--- config.mk ---
export PLATFORM = sky130hd
export DESIGN_NAME = rtc_time_register_bank
export DESIGN_NICKNAME = d
export VERILOG_FILES = /design/src/hdl/rtc_time_pkg.sv /design/src/hdl/rtc_time_register_bank.sv
export SDC_FILE = /design/constraint.sdc
export NUM_CORES = 1
export LEC_CHECK = 0
export BUFFER_PORTS_ARGS = -buffer_cell sky130_fd_sc_hd__buf_2
export CORE_MARGIN = 4
export CORE_UTILIZATION = 55
export DETAILED_ROUTE_END_ITERATION = 8
export GPL_ROUTABILITY_DRIVEN = 0
export GPL_TIMING_DRIVEN = 1
export PLACE_DENSITY = 0.87
export SLEW_MARGIN = 30
export SYNTH_ARGS = -nofsm -noshare
export SYNTH_HDL_FRONTEND = slang
export SYNTH_SLANG_ARGS = --single-unit
--- constraint.sdc ---
create_clock -name clk_in -period 3.59 [get_ports clk_in]
set_clock_uncertainty 0.05 [all_clocks]
set_input_delay 0.1795 -clock clk_in [delete_from_list [all_inputs] [get_ports clk_in]]
set_output_delay 0.1795 -clock clk_in [all_outputs]
set_load 0.005 [all_outputs]
--- src/hdl/rtc_time_pkg.sv ---
// Constants and types for the timekeeping register bank
// Behaviour
// [RULE1] Sub-second register: tenths high, hundredths low BCD
// [RULE2] Seconds BCD 00-59, three-bit tens field
// [RULE3] Top seconds bit starts/stops the oscillator
// [RULE4] Boot variant: top seconds bit starts counting
// [RULE5] Minutes BCD 00-59, top bit reads zero
// [RULE6] Format bit: zero 24-hour, one 12-hour
// [RULE7] Hour tens layout differs by format, AM/PM
// [RULE8] Hour top bit selects trim correction sign
// [RULE9] Running flag read-only, hardware driven only
// [RULE10] Running flag set after 32 oscillator cycles
// [RULE11] Supply failure sets the battery-switched flag
// [RULE12] Battery flag cleared only by writing zero
// [RULE13] Battery enable connects backup battery input
// [RULE14] Weekday 1-7 in low bits, top two zero
// [RULE15] 100 Hz count, carries ripple, day 7->1
// [RULE16] Stopping oscillator clears flag, freezes counters
package rtc_time_pkg;
    localparam logic [7:0] ADDR_SUBSEC   = 8'h00;
    localparam logic [7:0] ADDR_SECONDS  = 8'h01;
    localparam logic [7:0] ADDR_MINUTES  = 8'h02;
    localparam logic [7:0] ADDR_HOURS    = 8'h03;
    localparam logic [7:0] ADDR_WEEKDAY  = 8'h04;

    localparam int START_POS    = 7;
    localparam int TRIM_POS     = 7;
    localparam int FORMAT_POS   = 6;
    localparam int AMPM_POS     = 5;
    localparam int RUNNING_POS  = 5;
    localparam int BATFLAG_POS  = 4;
    localparam int BATEN_POS    = 3;

    localparam logic [7:0] RST_SUBSEC  = 8'h00;
    localparam logic [7:0] RST_SECONDS = 8'h00;
    localparam logic [6:0] RST_MINUTES = 7'h00;
    localparam logic [7:0] RST_HOURS   = 8'h00;
    localparam logic [2:0] RST_WEEKDAY = 3'h1;
    localparam logic       RST_BATEN   = 1'b0;

    localparam logic [7:0] MAX_SUBSEC  = 8'h99;
    localparam logic [7:0] MAX_SIXTY   = 8'h59;
    localparam logic [7:0] MAX_HOUR24  = 8'h23;
    localparam logic [7:0] HOUR12_LAST = 8'h12;
    localparam logic [7:0] HOUR12_TURN = 8'h11;
    localparam logic [2:0] LAST_DAY    = 3'h7;

    localparam logic [5:0]  WARMUP_CYCLES = 6'h20;
    localparam logic [15:0] OSC_HZ        = 16'h8000;
    localparam logic [15:0] SUBSEC_HZ     = 16'h0064;

    typedef enum logic [2:0] {
        OSC_STOPPED = 3'b001,
        OSC_WARMUP  = 3'b010,
        OSC_RUNNING = 3'b100
    } osc_state_t;
endpackage : rtc_time_pkg

--- src/hdl/rtc_time_register_bank.sv ---
// Timekeeping counters and their register bank
`timescale 1ns/10ps
`default_nettype none
module rtc_time_register_bank
    import rtc_time_pkg::*;
#(
    parameter bit BOOT_CLOCK_VARIANT = 1'b0   // One: oscillator free-runs, top bit gates counting
) (
    input  wire logic       clk_in,          // 100 MHz system clock
    input  wire logic       rst_in,          // Synchronous reset, active high
    input  wire logic [7:0] addr_in,         // Register address from the serial engine
    input  wire logic       wr_en_in,        // Write strobe, one cycle
    input  wire logic [7:0] wr_data_in,      // Write data
    output logic      [7:0] rd_data_out,     // Registered read data for addr_in
    input  wire logic       osc_clk_in,      // 32.768 kHz oscillator pin
    input  wire logic       supply_fail_in,  // Main supply failed, pin level
    output logic            osc_enable_out,  // Enables the crystal oscillator
    output logic            trim_sign_out,   // One: negative trim
    output logic            battery_connect_out // Connects the backup battery input
);
    logic       osc_meta, osc_sync, osc_prev, fail_meta, fail_sync;
    logic [7:0] subsec, next_subsec;
    logic [7:0] seconds, next_seconds;
    logic [6:0] minutes, next_minutes;
    logic [7:0] hours, next_hours;
    logic [2:0] weekday, next_weekday;
    logic       battery_flag, next_battery_flag;
    logic       battery_connect_enable, next_battery_connect_enable;
    logic [15:0] phase_acc, next_phase_acc;
    logic [5:0] warm_cnt, next_warm_cnt;
    osc_state_t osc_state, next_osc_state;
    logic [7:0] next_rd_data;

    logic osc_edge, osc_running_flag, count_en, tick;
    logic wr_sub, wr_sec, wr_min, wr_hour, wr_day;
    logic [8:0] sub_inc, sec_inc, min_inc;
    logic [7:0] hour_adv;
    logic [8:0] hour12_inc, hour24_inc;
    logic       hour_carry;

    function automatic logic [8:0] bcd_inc(input logic [7:0] v, input logic [7:0] maxv);
        if (v == maxv) begin
            bcd_inc = 9'h100;
        end else if (v[3:0] == 4'h9) begin
            bcd_inc = {1'b0, v[7:4] + 4'h1, 4'h0};
        end else begin
            bcd_inc = {1'b0, v[7:4], v[3:0] + 4'h1};
        end
    endfunction : bcd_inc

    assign osc_edge         = osc_sync & ~osc_prev;
    assign osc_running_flag = (osc_state == OSC_RUNNING);                       // [RULE9]
    assign osc_enable_out   = BOOT_CLOCK_VARIANT ? 1'b1 : seconds[START_POS];   // [RULE3]
    assign count_en         = osc_running_flag & (BOOT_CLOCK_VARIANT ? seconds[START_POS] : 1'b1); // [RULE4] [RULE16]
    assign tick             = count_en & osc_edge & (next_phase_acc < phase_acc);
    assign trim_sign_out    = hours[TRIM_POS];                                  // [RULE8]
    assign battery_connect_out = battery_connect_enable;                        // [RULE13]

    assign wr_sub  = wr_en_in & (addr_in == ADDR_SUBSEC);
    assign wr_sec  = wr_en_in & (addr_in == ADDR_SECONDS);
    assign wr_min  = wr_en_in & (addr_in == ADDR_MINUTES);
    assign wr_hour = wr_en_in & (addr_in == ADDR_HOURS);
    assign wr_day  = wr_en_in & (addr_in == ADDR_WEEKDAY);

    // Hundredths phase accumulator
    always_comb begin
        next_phase_acc = phase_acc;
        if (count_en && osc_edge) begin
            // Wraps SUBSEC_HZ times per OSC_HZ edges: exact 100 Hz on average
            next_phase_acc = phase_acc + SUBSEC_HZ;                             // [RULE15]
            if (next_phase_acc >= OSC_HZ) begin
                next_phase_acc = next_phase_acc - OSC_HZ;
            end
        end
    end

    // Oscillator state
    always_comb begin
        next_osc_state = osc_state;
        next_warm_cnt  = warm_cnt;
        case (osc_state)
            OSC_STOPPED: begin
                next_warm_cnt = 6'h00;
                if (osc_enable_out) begin
                    next_osc_state = OSC_WARMUP;
                end
            end
            OSC_WARMUP: begin
                if (!osc_enable_out) begin
                    next_osc_state = OSC_STOPPED;
                end else if (osc_edge) begin
                    next_warm_cnt = warm_cnt + 6'h01;
                    if (next_warm_cnt == WARMUP_CYCLES) begin                   // [RULE10]
                        next_osc_state = OSC_RUNNING;
                    end
                end
            end
            OSC_RUNNING: begin
                if (!osc_enable_out) begin
                    next_osc_state = OSC_STOPPED;                               // [RULE16]
                end
            end
            default: begin
                next_osc_state = OSC_STOPPED;
            end
        endcase
    end

    // Time counters and register writes
    always_comb begin
        sub_inc = bcd_inc(subsec, MAX_SUBSEC);                                  // [RULE1]
        sec_inc = bcd_inc({1'b0, seconds[6:0]}, MAX_SIXTY);                     // [RULE2]
        min_inc = bcd_inc({1'b0, minutes}, MAX_SIXTY);                          // [RULE5]
        hour12_inc = bcd_inc({3'b000, hours[4:0]}, HOUR12_LAST);
        hour24_inc = bcd_inc({2'b00, hours[5:0]}, MAX_HOUR24);
        hour_adv   = hours;
        hour_carry = 1'b0;
        if (hours[FORMAT_POS]) begin                                            // [RULE6]
            if ({3'b000, hours[4:0]} == HOUR12_LAST) begin                      // [RULE7]
                hour_adv[4:0] = 5'h01;
            end else if ({3'b000, hours[4:0]} == HOUR12_TURN) begin
                hour_adv[4:0]    = HOUR12_LAST[4:0];
                hour_adv[AMPM_POS] = ~hours[AMPM_POS];
                hour_carry       = hours[AMPM_POS];
            end else begin
                hour_adv[4:0] = hour12_inc[4:0];
            end
        end else begin
            if ({2'b00, hours[5:0]} == MAX_HOUR24) begin                        // [RULE7]
                hour_adv[5:0] = 6'h00;
                hour_carry    = 1'b1;
            end else begin
                hour_adv[5:0] = hour24_inc[5:0];
            end
        end

        next_subsec  = subsec;
        next_seconds = seconds;
        next_minutes = minutes;
        next_hours   = hours;
        next_weekday = weekday;
        if (tick) begin                                                         // [RULE15]
            next_subsec = sub_inc[7:0];
            if (sub_inc[8]) begin
                next_seconds[6:0] = sec_inc[6:0];
                if (sec_inc[8]) begin
                    next_minutes = min_inc[6:0];
                    if (min_inc[8]) begin
                        next_hours = hour_adv;
                        if (hour_carry) begin
                            next_weekday = (weekday == LAST_DAY) ? 3'h1 : weekday + 3'h1;
                        end
                    end
                end
            end
        end
        if (wr_sub) begin
            next_subsec = wr_data_in;                                           // [RULE1]
        end
        if (wr_sec) begin
            next_seconds = wr_data_in;                                          // [RULE3]
        end
        if (wr_min) begin
            next_minutes = wr_data_in[6:0];                                     // [RULE5]
        end
        if (wr_hour) begin
            next_hours = wr_data_in;                                            // [RULE8]
        end
        if (wr_day) begin
            next_weekday = wr_data_in[2:0];                                     // [RULE14]
        end

        next_battery_connect_enable = wr_day ? wr_data_in[BATEN_POS] : battery_connect_enable; // [RULE13]
        // Failure wins over a clearing write in the same cycle
        next_battery_flag = (battery_flag & ~(wr_day & ~wr_data_in[BATFLAG_POS])) | fail_sync; // [RULE11] [RULE12]
    end

    // Read mux
    always_comb begin
        case (addr_in)
            ADDR_SUBSEC:  next_rd_data = subsec;
            ADDR_SECONDS: next_rd_data = seconds;
            ADDR_MINUTES: next_rd_data = {1'b0, minutes};                       // [RULE5]
            ADDR_HOURS:   next_rd_data = hours;
            ADDR_WEEKDAY: next_rd_data = {2'b00, osc_running_flag, battery_flag,
                                          battery_connect_enable, weekday};     // [RULE9] [RULE14]
            default:      next_rd_data = 8'h00;
        endcase
    end

    always_ff @(posedge clk_in) begin
        if (rst_in) begin
            osc_meta  <= 1'b0;
            osc_sync  <= 1'b0;
            osc_prev  <= 1'b0;
            fail_meta <= 1'b0;
            fail_sync <= 1'b0;
            subsec    <= RST_SUBSEC;
            seconds   <= RST_SECONDS;
            minutes   <= RST_MINUTES;
            hours     <= RST_HOURS;
            weekday   <= RST_WEEKDAY;
            battery_flag           <= 1'b0;
            battery_connect_enable <= RST_BATEN;
            phase_acc   <= 16'h0000;
            warm_cnt    <= 6'h00;
            osc_state   <= OSC_STOPPED;
            rd_data_out <= 8'h00;
        end else begin
            osc_meta  <= osc_clk_in;
            osc_sync  <= osc_meta;
            osc_prev  <= osc_sync;
            fail_meta <= supply_fail_in;
            fail_sync <= fail_meta;
            subsec    <= next_subsec;
            seconds   <= next_seconds;
            minutes   <= next_minutes;
            hours     <= next_hours;
            weekday   <= next_weekday;
            battery_flag           <= next_battery_flag;
            battery_connect_enable <= next_battery_connect_enable;
            phase_acc   <= next_phase_acc;
            warm_cnt    <= next_warm_cnt;
            osc_state   <= next_osc_state;
            rd_data_out <= next_rd_data;
        end
    end
endmodule : rtc_time_register_bank
`default_nettype wire

==> results_dict.tcl, run 1 <==
set metrics [dict create \
    status "finished clean" \
    whs_ns 0.04329 \
    start_util_pct 57.31 \
    grt_pass1_wl_mm 20.32 \
    yosys-top-cells-area "dfxtp_1 (32%), ha_1 (7.8%), nand2_1 (4.4%)" \
    power_density_mw_per_mm2 305.5 \
    grt_pass1_vias 4325 \
    finalCritPeriodShare_pct 96.25 \
    worstPathCellList "nor3b_4 -> nand2_4 -> a21oi_4 -> and3_1 -> xnor2_1 -> ha_1 -> a21o_1 -> a21o_1 -> a21oi_2 -> buf_4 -> nand4_2 -> or4b_4 -> a32o_1" \
    synth_edf_count 0 \
    yosysTopAreaCellShare_pct 32.21 \
    async_flop_share_pct 0 \
    drtPass1Iterations 6 \
    die_x_um 98.20 \
    slew_viol_final 0 \
    antenna_found_initial 0 \
    cp-end-kind "flip-flop" \
    cts.path.max_buffers 2 \
    ant_nets 0 \
    tightest_slew_ns 0.9882 \
    die_h_um 98.20 \
    ys_types 70 \
    htreeDepth 3 \
    vias 4562 \
    antenna_cells 0 \
    yosys.area.top_type "dfxtp_1" \
    final_nets 639 \
    route.detailed.drc 0 \
    vdd_drop_max_v 0.0001911 \
    wl_mm 12.53 \
    crit_path_start_kind "flip-flop" \
    drive_gt1_share_pct 15.63 \
    hold_viol 0 \
    yosysSeqAreaShare_pct 32.21 \
    area_growth_pct 13.87 \
    dp_hpwl_mm 8.376 \
    grt_use_total_pct 25.33 \
    synth_most_common_cell "dfxtp_1" \
    syn_inst 557 \
    setup_viol 0 \
    relSlewSlack_pct 33.95 \
    cts.sinks 72 \
    port-buffer-count 31 \
    drv_cap 0 \
    arrival_ns 3.67 \
    grt-ovfl-total 0 \
    clock_latency_ns 0.37 \
    max_freq_ghz 0.2894 \
    yosys-top-cells-count "dfxtp_1 (72), nand2_1 (52), nor2_1 (45), a21oi_1 (33), o21ai_0 (31)" \
    ys_warn_count 0 \
    min_path_type "in2reg" \
    syn_avg_cell_area_um2 8.033 \
    viasPerCell 6.545 \
    die_area_mm2 0.009642 \
    drt_iter0_drc 564 \
    avgRoutedWirePerCell_um 17.97 \
    numCtsBuffers 9 \
    r2r_slack_ns 0.13 \
    rows 32 \
    clockRootBuffer "clkbuf_8" \
    slowest_delay_ns 0.54 \
    rsz0062_at_grt "yes" \
    critical_path_class "reg2reg" \
    p_leak_nw 1.876 \
    cpMostUsedCell "a21o_1" \
    utilization_pct 65.26 \
    syn-num-nets 606 \
    core_mm2 0.007807 \
    clk_pin_slew_ns 0.08 \
    worst-path-max-fanout 5 \
    synthesis.area_mm2 0.004474 \
    synth_flop_cell "dfxtp_1" \
    min_period_ns 3.456 \
    crit_slowest_cell "or4b_4" \
    grt_max_degree 53 \
    synth-seq-cells 72 \
    cts_tree "built" \
    pin_count 32 \
    crit_required_ns 3.80 \
]
## final timing paths
check / from / to / depth (start not counted)
worst max-delay path: osc_state[1] / minutes[3] / 13
worst min-delay path: wr_data_in[3] / battery_connect_out / 3
worst max register to register: osc_state[1] / minutes[3] / 13
worst min register to register: fail_sync / battery_flag / 2
## per-stage QoR
step / instance area [um^2] / worst slack [ns] / total power, mW / cells / setup TNS, ns
after floorplan: 4474 / 0.1315 / 0.8626 / 557 / 0
after global placement: 4711 / 0.1409 / 0.8909 / 670 / 0
after detailed placement: 4711 / -0.003566 / 0.8928 / 670 / -0.004666
after CTS: 4945 / 0.03003 / 1.558 / 688 / 0
after global routing: 5095 / -0.07340 / 1.598 / 697 / -0.4662
final: 5095 / 0.1344 / 1.556 / 697 / 0
## kinds of logic after synthesis
group / synth area share [%]
AOI/OAI and AO/OA: 19.24
xor gates and xnor gates: 2.741
adders and majority gates: 7.830
buffers and inverters: 5.481
DFF: 32.21
muxes: 2.461
and+or+nand+nor: 30.03
## flip-flops by register name (all words and copies together) (netlist names)
signal and count:
osc_prev 1, osc_sync 1, warm_cnt 6, fail_meta 1
rd_data_out 8, subsec 8, phase_acc 14, seconds 8
minutes 7, fail_sync 1, osc_meta 1, battery_flag 1
weekday 3, battery_connect_out 1, hours 8, osc_state 3
## cell type report
type | count | area (um^2)
multi-input combinational | 424 | 2884
fill | 668 | 2713
timing repair buffer | 52 | 317.8
clock buffer | 10 | 137.6
clock inverter | 6 | 67.56
inverter | 31 | 116.4
sequential | 72 | 1444
tap | 102 | 127.6
## layer usage
metal | up-vias | routed length, um | global-route usage [%] | part of all wire, %
li1 | 2119 | - | - | -
met1 | 2111 | 5090 | 33.64 | 41
met2 | 281 | 5786 | 40.21 | 46
met3 | 51 | 1294 | 5.714 | 10
met4 | 0 | 353 | 9.664 | 2.8
met5 | - | 0 | 0 | 0
## worst max-delay path, delay by kind of cell (launching register included)
family                     cells  cell delay [ns]
buffers and inverters          1             0.21
xor gates and xnor gates       1             0.14
DFF                            1             0.36
adders and majority gates      1             0.28
and+or+nand+nor                5             1.21
AOI/OAI and AO/OA              5             1.11
## cells in the final DEF, fill, tap and decap left out, types with 3 or more instances in the layout
master,Yosys,routed
ha_1,28,28
xnor2_1,11,11
o211ai_1,3,3
or4_1,11,8
or3_1,10,10
a31oi_1,3,3
nor4_1,7,7
dfxtp_1,72,70
and3_1,10,9
a21oi_2,0,3
nand3_1,23,23
nor2_1,45,45
nand2b_1,5,5
inv_1,30,30
a211oi_1,3,3
a222oi_1,6,6
o22ai_1,3,3
o2111ai_1,3,3
nand3b_1,3,3
nand4b_1,3,3
nand2_1,52,52
a21oi_1,33,29
xor2_1,3,3
or4_4,0,3
a21o_1,4,3
nor2b_1,15,14
a311oi_1,14,12
mux2i_1,11,11
and2_1,15,15
nor3_1,13,13
buf_4,1,19
o21ai_0,31,31
clkbuf_8,0,10
buf_2,1,31
o31ai_1,3,3
nand4_1,11,11
## report_power, final
group,total [mW],switching [mW],internal (mW)
combinational,0.0710,0.0477,0.0233
sequential,0.809,0.00554,0.803
clock,0.676,0.334,0.342
## repair_timing
item                                    in CTS  in global routing
cloned                                       0                  1
endpoints found under the setup margin       5                 27
hold buffers                                 2                  0
pin swaps                                    0                  9
hold endpoints to repair                     2                  0
setup buffers                                0                  8
gates resized for setup                      2                 20
Power figures use the tool's default switching activity.
==> inputs of run 2 (changes only) <==
Settings changed: PLACE_DENSITY 0.87 to 0.84.
Clock period 3.59 ns to 4.3 ns, I/O delays scaled along.
==> run 2 against run 1 <==
Against the previous run: first-iteration DRC count fell by 19%; non-clock buffer count fell by 17; core utilization is 2.9 points lower; power shrank 18%; sequential power is 17% lower; maximum frequency is 13% lower; highest routed layer unchanged.
==> results_dict.tcl, run 2 (synthesized netlist as in run 1, its figures left out) <==
set metrics [dict create \
    layout_common_cells "dfxtp_1 (72), nand2_1 (52), nor2_1 (45)" \
    final_nets 621 \
    cts.path.max_buffers 2 \
    die_h_um 98.20 \
    grt-ovfl-total 0 \
    clock_latency_ns 0.35 \
    tightest_slew_ns 0.9114 \
    grt_pass1_vias 4063 \
    slew_viol_final 0 \
    crit_required_ns 4.53 \
    place_worst_setup_slack_ns 0.3033 \
    regMostFlops "phase_acc" \
    drive_gt1_share_pct 10.57 \
    setup_viol 0 \
    grt_pass1_wl_mm 19.55 \
    antenna_found_initial 0 \
    p_leak_nw 1.766 \
    postCtsSetupBuffers 0 \
    numCtsBuffers 9 \
    pin_count 32 \
    vdd_drop_max_v 0.0002518 \
    drtPass1Iterations 6 \
    largest_reg_flops 14 \
    cts_tree "built" \
    die_x_um 98.20 \
    min_period_ns 3.963 \
    grt_use_total_pct 24.52 \
    met2_usage_pct 38.90 \
    final-seq-area_mm2 0.001441 \
    grt_max_degree 53 \
    use_met1_pct 32.61 \
    utilization_pct 62.32 \
    vias 4430 \
    num-fill-cells 706 \
    crit_path_start_kind "flip-flop" \
    core_mm2 0.007807 \
    worst-path-max-fanout 13 \
    cp-end-kind "flip-flop" \
    setup-tns-final_ns 0 \
    critical_path_class "reg2reg" \
    power_density_mw_per_mm2 262.7 \
    top_usage_layer "met2" \
    dp_hpwl_mm 8.250 \
    rsz0062_at_grt "no" \
    clockRootBuffer "clkbuf_8" \
    antenna_cells 0 \
    cts.sinks 72 \
    rows 32 \
    ff2ff_path_depth 12 \
    arrival_ns 4.19 \
    wl_mm 11.82 \
    viasPerCell 6.524 \
    whs_ns 0.02479 \
    start_util_pct 57.31 \
    ant_nets 0 \
    finalCritPeriodShare_pct 92.17 \
    area_growth_pct 8.753 \
    fin_ws_ns 0.3367 \
    htreeDepth 3 \
    drt_iter0_drc 458 \
    route.detailed.drc 0 \
    relSlewSlack_pct 39.08 \
    hold_viol 0 \
    worstHoldPathCells 2 \
    grt_use_met3_pct 6.786 \
    min_path_type "in2reg" \
    clk_pin_slew_ns 0.09 \
    port-buffer-count 31 \
    drv_cap 0 \
    die_area_mm2 0.009642 \
    max_freq_ghz 0.2523 \
    multi_input_area_mm2 0.002799 \
    layout_commonest_cell "dfxtp_1" \
    status "finished clean" \
    avgRoutedWirePerCell_um 17.40 \
]
## run 2: cell types whose count changed in the layout (fill, tap and decap cells not counted), moves of 2 or more
cell	change
a21oi_1	+3
a21oi_2	-2
a311oi_1	+2
a311oi_2	-2
buf_4	-15
dfxtp_1	+2
dfxtp_2	-2
dlygate4sd3_1	-2
or4_1	+3
or4_4	-3
## run 2: repair_timing
item / CTS / global route
setup endpoints to repair: 0 / 7
hold buffers: 0 / 0
resized for setup: 0 / 2
## run 2: critical path, stage by stage (launching register included)
cell      delay, ns
dfxtp_1        0.46
nor3b_4        0.32
nand2_2        0.15
a21oi_1        0.31
nand4_1        0.18
xnor2_1        0.19
ha_1           0.32
nand4_1        0.15
or4_1          0.56
a21o_1         0.26
and3_1         0.39
a2111o_1       0.45
o211ai_1       0.09
## run 2: routing by layer
metal	share of wire [%]	wire, um
met1	42	4934
met4	2.6	304
met2	46	5416
met3	9.8	1161
met5	0	0
## run 2: power by group
part | total (mW) | switching (mW) | internal [mW]
combinational | 0.0557 | 0.0381 | 0.0177
sequential | 0.675 | 0.00463 | 0.671
clock | 0.547 | 0.276 | 0.271
total | 1.28 | 0.318 | 0.960
## run 2: through the flow
stage | area (um^2) | total power, mW | std cells
floorplan | 4474 | 0.7202 | 557
global placement | 4658 | 0.7434 | 663
detailed placement | 4658 | 0.7443 | 663
CTS | 4855 | 1.281 | 679
global route | 4866 | 1.317 | 679
finish | 4866 | 1.278 | 679
## run 2: worst paths after layout
check | from | end | slack, ns
min reg2reg | fail_sync | battery_flag | 0.41
max reg2reg | osc_state[2] | minutes[1] | 0.34
min | supply_fail_in | fail_meta | 0.02
max | osc_state[2] | minutes[1] | 0.34
## run 2: area by class of cell
type                       instances  area share [%]
clock inverter                     6           1.414
inverter                          31           2.391
timing repair buffer              35           3.806
clock buffer                      10           2.623
tap                              102           2.623
multi-input combinational        423           57.52
sequential                        72           29.62
